<file path="config.mk">
export PLATFORM = sky130hd
export DESIGN_NAME = adst_top
export DESIGN_NICKNAME = d
export VERILOG_FILES = /design/src/rtl/adst_pkg.sv /design/src/rtl/adst_top.sv /design/src/rtl/adst_fifo.sv
export SDC_FILE = /design/constraint.sdc
export NUM_CORES = 1
export LEC_CHECK = 0
export BUFFER_PORTS_ARGS = -buffer_cell sky130_fd_sc_hd__buf_2
export CAP_MARGIN = 20
export CORE_MARGIN = 2
export CORE_UTILIZATION = 50
export DETAILED_ROUTE_END_ITERATION = 10
export PLACE_DENSITY = 0.73
export REMOVE_ABC_BUFFERS = 1
export SLEW_MARGIN = 20
export SYNTH_ARGS = -nofsm -noshare
export SYNTH_HDL_FRONTEND = slang
export SYNTH_SLANG_ARGS = --single-unit
</file>
<file path="constraint.sdc">
create_clock -name aclk -period 11.92 [get_ports aclk]
set_clock_uncertainty 0.1 [all_clocks]
set_input_delay 1.192 -clock aclk [delete_from_list [all_inputs] [get_ports aclk]]
set_output_delay 1.192 -clock aclk [all_outputs]
set_load 0.01 [all_outputs]
</file>
<file path="src/rtl/adst_pkg.sv">
// Constants and carrier types for the converter DMA-select and stamp timer.
// Assumes one system clock and a synchronous active-low reset.
package adst_pkg;

   // Register byte offsets
   localparam logic [7:0] IRQ_STAT_OFFS = 8'h40;
   localparam logic [7:0] IRQ_MASK_OFFS = 8'h44;
   localparam logic [7:0] FIFO_LVL_OFFS = 8'h48;
   localparam logic [7:0] DMA_SEL_OFFS = 8'h64;
   localparam logic [7:0] TIMER_CFG_OFFS = 8'h68;
   localparam logic [7:0] TIMER_VAL_OFFS = 8'h70;
   localparam logic [7:0] CH0_PORT_OFFS = 8'h74;

   // Reset values and writable masks
   localparam logic [31:0] DMA_SEL_RESET = 32'h0000_0000;
   localparam logic [31:0] DMA_SEL_MASK = 32'h0000_00ff;
   localparam logic [31:0] TIMER_CFG_RESET = 32'h0011_1111;
   localparam logic [31:0] TIMER_CFG_MASK = 32'h03ff_ffff;
   localparam logic [31:0] IRQ_RESET = 32'h0000_0000;
   localparam logic [31:0] IRQ_MASK_BITS = 32'h0000_00ff;

   // Field positions
   localparam int TIMER_RUN_BIT = 25;
   localparam int TIMER_CLEAR_BIT = 24;
   localparam int STAMP_W = 17;
   localparam int SAMPLE_W = 12;
   localparam int SAMPLE_LSB = 2;
   localparam int STAMP_LSB = 14;
   localparam int STAT_READY_LSB = 0;
   localparam int STAT_OVFL_LSB = 4;

   // Channel and FIFO geometry
   localparam int NUM_CH = 4;
   localparam int FIFO_DEPTH = 4;
   localparam int LVL_W = 3;
   localparam int WORD_W = 32;
   localparam logic [2:0] LVL_FULL = 3'h4;

   // Bus responses
   localparam logic [1:0] RESP_OKAY = 2'h0;
   localparam logic [1:0] RESP_SLVERR = 2'h2;

   // One converted sample from a channel
   typedef struct packed {
      logic valid;
      logic [SAMPLE_W-1:0] data;
   } adst_sample_type;

   // Result stream read side of one channel
   typedef struct packed {
      logic empty;
      logic [LVL_W-1:0] level;
      logic [WORD_W-1:0] head;
   } adst_fifo_stat_type;

endpackage

</file>
<file path="src/rtl/adst_top.sv">
// Register side of the converter front end: DMA select, stamp timer,
// channel result FIFOs, interrupt status and an AXI4-Lite slave.
// Assumes samples and sample ticks are synchronous one-cycle strobes.
//
// Design decision made here: register access over AXI4-Lite.
`timescale 1ns/1ps
module adst_top (
   input wire logic aclk,
   input wire logic aresetn,
   input wire logic [7:0] s_axi_awaddr,
   input wire logic [2:0] s_axi_awprot,
   input wire logic s_axi_awvalid,
   output logic s_axi_awready,
   input wire logic [31:0] s_axi_wdata,
   input wire logic [3:0] s_axi_wstrb,
   input wire logic s_axi_wvalid,
   output logic s_axi_wready,
   output logic [1:0] s_axi_bresp,
   output logic s_axi_bvalid,
   input wire logic s_axi_bready,
   input wire logic [7:0] s_axi_araddr,
   input wire logic [2:0] s_axi_arprot,
   input wire logic s_axi_arvalid,
   output logic s_axi_arready,
   output logic [31:0] s_axi_rdata,
   output logic [1:0] s_axi_rresp,
   output logic s_axi_rvalid,
   input wire logic s_axi_rready,
   input wire logic sample_tick,
   input adst_pkg::adst_sample_type [adst_pkg::NUM_CH-1:0] sample_in,
   input wire logic [adst_pkg::NUM_CH-2:0] chan_pop,
   output logic [adst_pkg::NUM_CH-2:0][31:0] chan_result,
   output logic [adst_pkg::NUM_CH-1:0] dma_req,
   output logic irq
);

   function automatic logic hit(input logic [7:0] addr,
                                input logic [7:0] offs);
      hit = (addr[7:2] == offs[7:2]);
   endfunction

   function automatic logic [31:0] merge(input logic [31:0] old,
                                         input logic [31:0] data,
                                         input logic [3:0] strb,
                                         input logic [31:0] mask);
      logic [31:0] res;
      res = old;
      for (int b = 0; b < 4; b++) begin
         if (strb[b]) begin
            res[8*b +: 8] = data[8*b +: 8];
         end
      end
      merge = res & mask;
   endfunction

   function automatic logic [31:0] pack_result(
      input logic [adst_pkg::SAMPLE_W-1:0] smp,
      input logic [adst_pkg::STAMP_W-1:0] stamp);
      logic [31:0] w;
      w = 32'h0;
      w[adst_pkg::SAMPLE_LSB +: adst_pkg::SAMPLE_W] = smp;
      w[adst_pkg::STAMP_LSB +: adst_pkg::STAMP_W] = stamp;
      pack_result = w;
   endfunction

   logic [31:0] dma_sel_r;
   logic [31:0] timer_cfg_r;
   logic [31:0] irq_stat_r;
   logic [31:0] irq_stat_nxt;
   logic [31:0] irq_mask_r;
   logic [adst_pkg::STAMP_W-1:0] live_r;
   logic [adst_pkg::STAMP_W-1:0] live_nxt;
   logic bvalid_r;
   logic [1:0] bresp_r;
   logic rvalid_r;
   logic [1:0] rresp_r;
   logic [31:0] rdata_r;
   logic [31:0] rdata_nxt;
   logic rd_mapped;
   adst_pkg::adst_fifo_stat_type [adst_pkg::NUM_CH-1:0] fstat;
   logic [adst_pkg::NUM_CH-1:0] fifo_pop;
   logic [adst_pkg::NUM_CH-1:0] fifo_ovfl;
   logic [adst_pkg::NUM_CH-1:0] dma_bit;
   logic [adst_pkg::NUM_CH-1:0] ready_evt;
   logic [31:0] stat_set;
   logic [31:0] stat_clr;
   logic [11:0] levels;

   // Write channel: address and data taken together
   wire wr_go = s_axi_awvalid && s_axi_wvalid && !bvalid_r;
   wire rd_go = s_axi_arvalid && !rvalid_r;
   assign s_axi_awready = wr_go;
   assign s_axi_wready = wr_go;
   assign s_axi_arready = rd_go;
   assign s_axi_bvalid = bvalid_r;
   assign s_axi_bresp = bresp_r;
   assign s_axi_rvalid = rvalid_r;
   assign s_axi_rresp = rresp_r;
   assign s_axi_rdata = rdata_r;

   wire wr_dma = wr_go && hit(s_axi_awaddr, adst_pkg::DMA_SEL_OFFS);
   wire wr_tcfg = wr_go && hit(s_axi_awaddr, adst_pkg::TIMER_CFG_OFFS);
   wire wr_stat = wr_go && hit(s_axi_awaddr, adst_pkg::IRQ_STAT_OFFS);
   wire wr_mask = wr_go && hit(s_axi_awaddr, adst_pkg::IRQ_MASK_OFFS);
   wire wr_mapped = hit(s_axi_awaddr, adst_pkg::DMA_SEL_OFFS)
                 || hit(s_axi_awaddr, adst_pkg::TIMER_CFG_OFFS)
                 || hit(s_axi_awaddr, adst_pkg::IRQ_STAT_OFFS)
                 || hit(s_axi_awaddr, adst_pkg::IRQ_MASK_OFFS)
                 || hit(s_axi_awaddr, adst_pkg::TIMER_VAL_OFFS)
                 || hit(s_axi_awaddr, adst_pkg::CH0_PORT_OFFS)
                 || hit(s_axi_awaddr, adst_pkg::FIFO_LVL_OFFS);
   wire rd_port = rd_go && hit(s_axi_araddr, adst_pkg::CH0_PORT_OFFS);

   // Timer configuration fields
   wire timer_run = timer_cfg_r[adst_pkg::TIMER_RUN_BIT];
   wire timer_clear = timer_cfg_r[adst_pkg::TIMER_CLEAR_BIT];
   wire [adst_pkg::STAMP_W-1:0] timer_limit =
      timer_cfg_r[adst_pkg::STAMP_W-1:0];

   // Stamp timer next value
   always_comb begin
      live_nxt = live_r;
      if (timer_clear) begin
         live_nxt = '0;
      end else if (timer_run && sample_tick) begin
         if (live_r == timer_limit) begin
            live_nxt = '0;
         end else begin
            live_nxt = live_r + 17'h1;
         end
      end
   end

   // Per-channel FIFOs, DMA selection and events
   assign fifo_pop[0] = rd_port;
   assign fifo_pop[adst_pkg::NUM_CH-1:1] = chan_pop;

   for (genvar c = 0; c < adst_pkg::NUM_CH; c++) begin : g_ch
      // Only even select bits act; odd ones are internal
      assign dma_bit[c] = dma_sel_r[2*c];
      assign dma_req[c] = dma_bit[c] && !fstat[c].empty;
      assign ready_evt[c] = sample_in[c].valid && !dma_bit[c];
      assign levels[3*c +: 3] = fstat[c].level;
      adst_fifo u_fifo (
         .aclk(aclk),
         .aresetn(aresetn),
         .push(sample_in[c].valid),
         .push_data(pack_result(sample_in[c].data, live_r)),
         .pop(fifo_pop[c]),
         .stat(fstat[c]),
         .overflow(fifo_ovfl[c])
      );
   end

   for (genvar c = 1; c < adst_pkg::NUM_CH; c++) begin : g_res
      assign chan_result[c-1] = fstat[c].head;
   end

   // Sticky status: set wins over a write-one clear
   assign stat_set = {24'h0, fifo_ovfl, ready_evt};
   assign stat_clr = wr_stat ? (s_axi_wdata & {{8{s_axi_wstrb[3]}},
                                {8{s_axi_wstrb[2]}}, {8{s_axi_wstrb[1]}},
                                {8{s_axi_wstrb[0]}}}) : 32'h0;
   assign irq_stat_nxt = ((irq_stat_r & ~stat_clr) | stat_set)
                       & adst_pkg::IRQ_MASK_BITS;
   assign irq = |(irq_stat_r & irq_mask_r);

   // Read data selection
   always_comb begin
      rdata_nxt = 32'h0;
      rd_mapped = 1'b1;
      if (hit(s_axi_araddr, adst_pkg::DMA_SEL_OFFS)) begin
         rdata_nxt = dma_sel_r;
      end else if (hit(s_axi_araddr, adst_pkg::TIMER_CFG_OFFS)) begin
         rdata_nxt = timer_cfg_r;
      end else if (hit(s_axi_araddr, adst_pkg::TIMER_VAL_OFFS)) begin
         rdata_nxt = {15'h0, live_r};
      end else if (hit(s_axi_araddr, adst_pkg::CH0_PORT_OFFS)) begin
         rdata_nxt = fstat[0].empty ? 32'h0 : fstat[0].head;
      end else if (hit(s_axi_araddr, adst_pkg::IRQ_STAT_OFFS)) begin
         rdata_nxt = irq_stat_r;
      end else if (hit(s_axi_araddr, adst_pkg::IRQ_MASK_OFFS)) begin
         rdata_nxt = irq_mask_r;
      end else if (hit(s_axi_araddr, adst_pkg::FIFO_LVL_OFFS)) begin
         rdata_nxt = {20'h0, levels};
      end else begin
         rd_mapped = 1'b0;
      end
   end

   // Control registers
   always_ff @(posedge aclk) begin
      if (!aresetn) begin
         dma_sel_r <= adst_pkg::DMA_SEL_RESET;
         timer_cfg_r <= adst_pkg::TIMER_CFG_RESET;
         irq_mask_r <= adst_pkg::IRQ_RESET;
         irq_stat_r <= adst_pkg::IRQ_RESET;
         live_r <= '0;
      end else begin
         irq_stat_r <= irq_stat_nxt;
         live_r <= live_nxt;
         if (wr_dma) begin
            dma_sel_r <= merge(dma_sel_r, s_axi_wdata, s_axi_wstrb,
                               adst_pkg::DMA_SEL_MASK);
         end
         if (wr_tcfg) begin
            timer_cfg_r <= merge(timer_cfg_r, s_axi_wdata, s_axi_wstrb,
                                 adst_pkg::TIMER_CFG_MASK);
         end
         if (wr_mask) begin
            irq_mask_r <= merge(irq_mask_r, s_axi_wdata, s_axi_wstrb,
                                adst_pkg::IRQ_MASK_BITS);
         end
      end
   end

   // Write response
   always_ff @(posedge aclk) begin
      if (!aresetn) begin
         bvalid_r <= 1'b0;
         bresp_r <= adst_pkg::RESP_OKAY;
      end else if (wr_go) begin
         bvalid_r <= 1'b1;
         bresp_r <= wr_mapped ? adst_pkg::RESP_OKAY
                              : adst_pkg::RESP_SLVERR;
      end else if (s_axi_bready) begin
         bvalid_r <= 1'b0;
      end
   end

   // Read response
   always_ff @(posedge aclk) begin
      if (!aresetn) begin
         rvalid_r <= 1'b0;
         rresp_r <= adst_pkg::RESP_OKAY;
         rdata_r <= 32'h0;
      end else if (rd_go) begin
         rvalid_r <= 1'b1;
         rresp_r <= rd_mapped ? adst_pkg::RESP_OKAY
                              : adst_pkg::RESP_SLVERR;
         rdata_r <= rdata_nxt;
      end else if (s_axi_rready) begin
         rvalid_r <= 1'b0;
      end
   end

endmodule

</file>
<file path="src/rtl/adst_fifo.sv">
// Four-word result FIFO of one converter channel.
// Assumes push and pop are one-cycle strobes on aclk.
`timescale 1ns/1ps
module adst_fifo (
   input wire logic aclk,
   input wire logic aresetn,
   input wire logic push,
   input wire logic [adst_pkg::WORD_W-1:0] push_data,
   input wire logic pop,
   output adst_pkg::adst_fifo_stat_type stat,
   output logic overflow
);
   logic [adst_pkg::WORD_W-1:0] mem_r [0:adst_pkg::FIFO_DEPTH-1];
   logic [1:0] wr_ptr_r;
   logic [1:0] rd_ptr_r;
   logic [adst_pkg::LVL_W-1:0] lvl_r;
   logic [adst_pkg::LVL_W-1:0] lvl_nxt;
   wire full = (lvl_r == adst_pkg::LVL_FULL);
   wire empty = (lvl_r == 3'h0);
   wire do_pop = pop && !empty;
   wire do_push = push && (!full || do_pop);

   // Level stays within zero to four
   assign lvl_nxt = lvl_r + {2'h0, do_push} - {2'h0, do_pop};
   assign overflow = push && !do_push;
   assign stat.empty = empty;
   assign stat.level = lvl_r;
   assign stat.head = mem_r[rd_ptr_r];

   always_ff @(posedge aclk) begin
      if (!aresetn) begin
         wr_ptr_r <= 2'h0;
         rd_ptr_r <= 2'h0;
         lvl_r <= 3'h0;
      end else begin
         lvl_r <= lvl_nxt;
         if (do_push) begin
            wr_ptr_r <= wr_ptr_r + 2'h1;
         end
         if (do_pop) begin
            rd_ptr_r <= rd_ptr_r + 2'h1;
         end
      end
   end

   always_ff @(posedge aclk) begin
      if (!aresetn) begin
         for (int i = 0; i < adst_pkg::FIFO_DEPTH; i++) begin
            mem_r[i] <= 32'h0;
         end
      end else if (do_push) begin
         mem_r[wr_ptr_r] <= push_data;
      end
   end
endmodule

</file>
==> results.md <==
- The flow ran to the end, and the final reports show no timing, DRC or antenna violations.
- In the final layout, the share of cells above drive strength 1 is 0.240.
- Measured along the y axis, the die boundary spans between 200 and 250 microns.
- The total iterations of the first detailed-routing run is 5.
- The met3 wire length is 4.35 mm.
- The layout has 4268 filler cells.
- The H-tree was split into 2 levels.
- The final instance area is 30400 sq um.
- The portion of netlist area occupied by mux cells is 0.108.
- The net load switching power is 1.38 mW.
- The sequential fraction of design power is 0.488.
- Measured on the finished design, the core utilization comes to 0.565.
- In the final routing, the length of wire on met1 measures 25.9 mm.
- The number of clock buffers added by TritonCTS is 60.
- The count of routing violations after the opening detailed-route iteration is 1231.
- The dominant combinational cell family by area after synthesis is simple AND/OR/NAND/NOR gates.
- The worst hold-check path type is reg2reg.
- Setup repair after global routing left no endpoint under its margin.
- The longest clock path from root to sink contains 3 buffers.
- The wire length of the first global-routing pass is 96.6 mm.
- In the synthesized netlist the async set-or-reset flop fraction comes to 0.
- Of the total synthesized cell area, the portion taken by full adders, half adders and majority gates is 0.00710.
- The synthesized area is 27100 sq um.
- The synthesis warning total is 0.
- The data arrival at the endpoint of the critical path is 3.86 ns.
- Entering global routing, the biggest net connects 52 pins.
- In this run the critical register-to-register path is launched from g_ch[2].u_fifo.lvl_r[1]$_SDFF_PN0_.
- The combinational group share of total power is 0.162.
- The count of boundary I/O pins is approximately 260.
- The number of cells produced by synthesis is around 2100.
- The endpoint with the worst hold slack is s_axi_rdata[26]$_SDFFE_PN0N_.
- Counting cells, the worst reg-to-reg path comes to 8.
- The count of max-cap constraint violations is 0.
- The number of instances on the worst hold path is 2.
- For this run, the top clock speed supported by timing is around 0.27 GHz.
- The XOR/XNOR share of the synthesized area is 0.0184.
- A synthesized cell averages 13.1 sq um.
- Compared with the post-synthesis result, the final layout area differs by 11.9%.
- The setup check on the worst reg-to-reg path leaves a slack of 8.60 ns.
- Of the total synthesized cell area, the portion taken by AND, OR, NAND and NOR gates is 0.152.
- Synthesis instantiated between 60 and 70 different standard cells from the library.
- The post-synthesis compound-gate area fraction came to 0.0350.
- The power density over cell area is 174 nW/um^2.
- The root buffer cell is clkbuf_16.
- At the worst endpoint, the required time is 12.08 ns.
- After detailed routing, the number of remaining DRC violations is 0.
- The per-cell routed wire length is 21.8 microns.
- The peak supply drop is approximately 0.13 mV.
- STA classifies the critical path startpoint as an input port.
- At the end of routability-driven placement, the weighted congestion stood at 0.850.
- The number of nets in the layout is 2313.
- The number of hold violations in the final report is 0.
- Synthesis inferred 602 register bits.
- The largest fanout of any net on the critical path is 50.
- The floorplan step defined a core boundary enclosing 53700 sq um.
- The initial utilization of the core area, before any placement, comes to 0.505.
- In this run, placement finished with an instance count of around 2800.
- At the pin with the least slew margin, the transition time is 1.11 ns.
- The setup slack after layout is 8.22 ns.
- Measured against its own limit, the worst slew margin works out to 0.258.
- The number of setup buffers added after CTS is 0.
- The clock share of power is 0.350.
- The count of pins over their slew limit came to 0.
- The floorplan step defined a die boundary enclosing 56200 sq um.
- The post-route total power is 5.27 mW.
- The initial antenna violation count is 7.
- Wire segments on met2 add up to ~32 mm in the final route.
- The number of cell rows is 85.
- The routed design could run at a clock period as short as 3.70 ns.
- The count of cells resized by post-cts repair is 0.
- The vias per cell is 5.58.
- The worst register-to-register path ends at g_ch[2].u_fifo.mem_r[1][28]$_SDFFCE_PN0P_.
- The critical path class is in2reg.
- Summed over all layers, the global routing overflow is 0.
- By area the synthesized netlist is led by edfxtp_1, dfxtp_1, mux4_2.
- The insertion delay of the later-clocked pin in the worst-skew pair is slightly above 0.6 ns.
- The TritonCTS clock tree is done.
- After the flow finishes, the layout carries non-filler instances totaling 2927.
- Buffers placed on the I/O ports in this run total roughly 230.
- The tree built by TritonCTS fans out to 602 sinks.
- The uppermost layer routed is met5.
- The part of the cycle the worst path needs is 0.310.
- In the synthesized netlist the dominant register cell turns out to be edfxtp_1.
- Of the total power, the share spent switching nets is 0.262.
- Summed over all failing endpoints, the final setup total negative slack is 0 ns.
- The internal power of the cells totals ~3.9 mW.
- On the final layout, the worst hold slack is between 0.3 and 0.4 ns.
- The number of global-route vias before repair is 16800.
- After detailed placement, the total cell area comes to ~28000 sq um.
- The worst hold path begins at s_axi_rdata[26]$_SDFFE_PN0N_.
- The share of the Yosys chip area taken by registers is 0.615.
- The cell type with the highest aggregate area in the netlist is edfxtp_1.
- At the placement stage, the worst setup path has a slack of about 7.6 ns.
- Across every metal layer, demand over resource in global routing totals 0.229.
- The static leakage is 11.7 nW.
- The final count of negative-setup-slack endpoints is 0.
- STA classifies the critical path endpoint as a flip-flop.
- The routed design has 63.9 mm of wire.
- The routed layout has 16300 vias.
- Summed over all nets, the half-perimeter wirelength after detailed placement is 38.9 mm.
- The count of flip-flops with a built-in enable after synthesis is 464.
- The horizontal die dimension is 237 microns.
- The area fraction of the dominant cell type after synthesis is 0.513.
- The clock-pin slew of the registers on the worst-case setup and hold paths is 0.06 ns.
- The antenna violation net count after detailed routing is 0.
- The number of hold buffers added after CTS was 0.
[synthesized netlist by cell type, types with 36 or more instances]
master	count
and3_1	36
and2_1	271
buf_2	43
nor2_1	202
mux4_2	116
o21ai_0	50
buf_4	107
nand2_1	138
dfxtp_1	138
clkbuf_1	86
xnor2_1	39
edfxtp_1	464
inv_1	82
nand3_1	37
[how the worst max path moves through the flow]
stage,startpoint,endpoint,slack [ns],cells past startpoint
after floorplan,aresetn,g_ch[1].u_fifo.mem_r[0][0]$_SDFFCE_PN0P_,6.20,4
after global placement,aresetn,g_ch[3].u_fifo.mem_r[0][8]$_SDFFCE_PN0P_,7.65,9
after detailed placement,aresetn,g_ch[3].u_fifo.mem_r[0][8]$_SDFFCE_PN0P_,7.55,9
after CTS,flip-flop,chan_result[94],7.98,2
after global routing,aresetn,g_ch[3].u_fifo.mem_r[0][8]$_SDFFCE_PN0P_,8.05,9
final,aresetn,g_ch[3].u_fifo.mem_r[0][5]$_SDFFCE_PN0P_,8.22,9
[critical path: stages]
cell and delay, ns:
buf_2 0.46, inv_2 0.07, buf_4 0.32, nor3_2 0.21, buf_4 0.39, nor3b_2 0.25
buf_4 0.34, nand2b_1 0.15, buf_4 0.42
[power by group through the flow]
stage | clock [mW] | sequential (mW) | combinational, mW
floorplan | 0 | 2.60 | 0.515
global placement | 0 | 2.61 | 0.839
detailed placement | 0 | 2.62 | 0.856
CTS | 1.88 | 2.58 | 0.860
global route | 1.96 | 2.60 | 0.923
finish | 1.85 | 2.57 | 0.854
[flip-flops by register name (all words and copies together), names as in the netlist, 12 cells and up, named ones only]
register           flops
g_ch.u_fifo.lvl_r     12
g_ch.u_fifo.mem_r    464
live_r                17
s_axi_rdata           31
timer_cfg_r           26
[final cells by class]
class | instances | area [sq um] | share of cell area
flip-flops and latches | 602 | 16700 | 0.550
clock inverters | 26 | 179 | 0.00589
well taps | 696 | 871 | 0.0287
clock buffers | 86 | 1750 | 0.0577
diodes | 2 | 5.00 | 0.000165
repair buffers | 281 | 1640 | 0.0538
multi-input cells | 1151 | 8900 | 0.293
inverters | 83 | 312 | 0.0103
[routing by layer]
layer / track usage / vias up
li1: - / 7444
met5: 0 / -
met1: 0.298 / 8193
met3: 0.0453 / 113
met2: 0.384 / 578
met4: 0.0792 / 2
[layout by cell type, fill, tap and decap left out, drive strengths merged, types with 3 or more instances in the layout]
cell type / count
nor2: 206
o2bb2ai: 3
clkinv: 24
xnor2: 39
nand4: 9
nor3: 16
and2: 271
nand2b: 17
nand3: 38
a22o: 8
mux4: 116
inv: 83
nor4: 6
clkbuf: 86
fa: 4
nor2b: 12
a221oi: 8
and3: 36
a22oi: 26
nor3b: 5
nand3b: 8
xor2: 18
conb: 12
edfxtp: 464
o221ai: 3
dfxtp: 138
ha: 9
nand2: 138
buf: 281
o21ai: 51
mux2i: 33
o31ai: 3
a21oi: 29
or3: 3
nor4b: 5
[kinds of logic after synthesis]
group	Yosys count
fa+ha+maj	13
other cells	1
simple gates	774
mux	149
buf+inv	330
xor+xnor	57
flops	602
compound gates	146
Note: power is estimated with default switching activity, not from simulation.
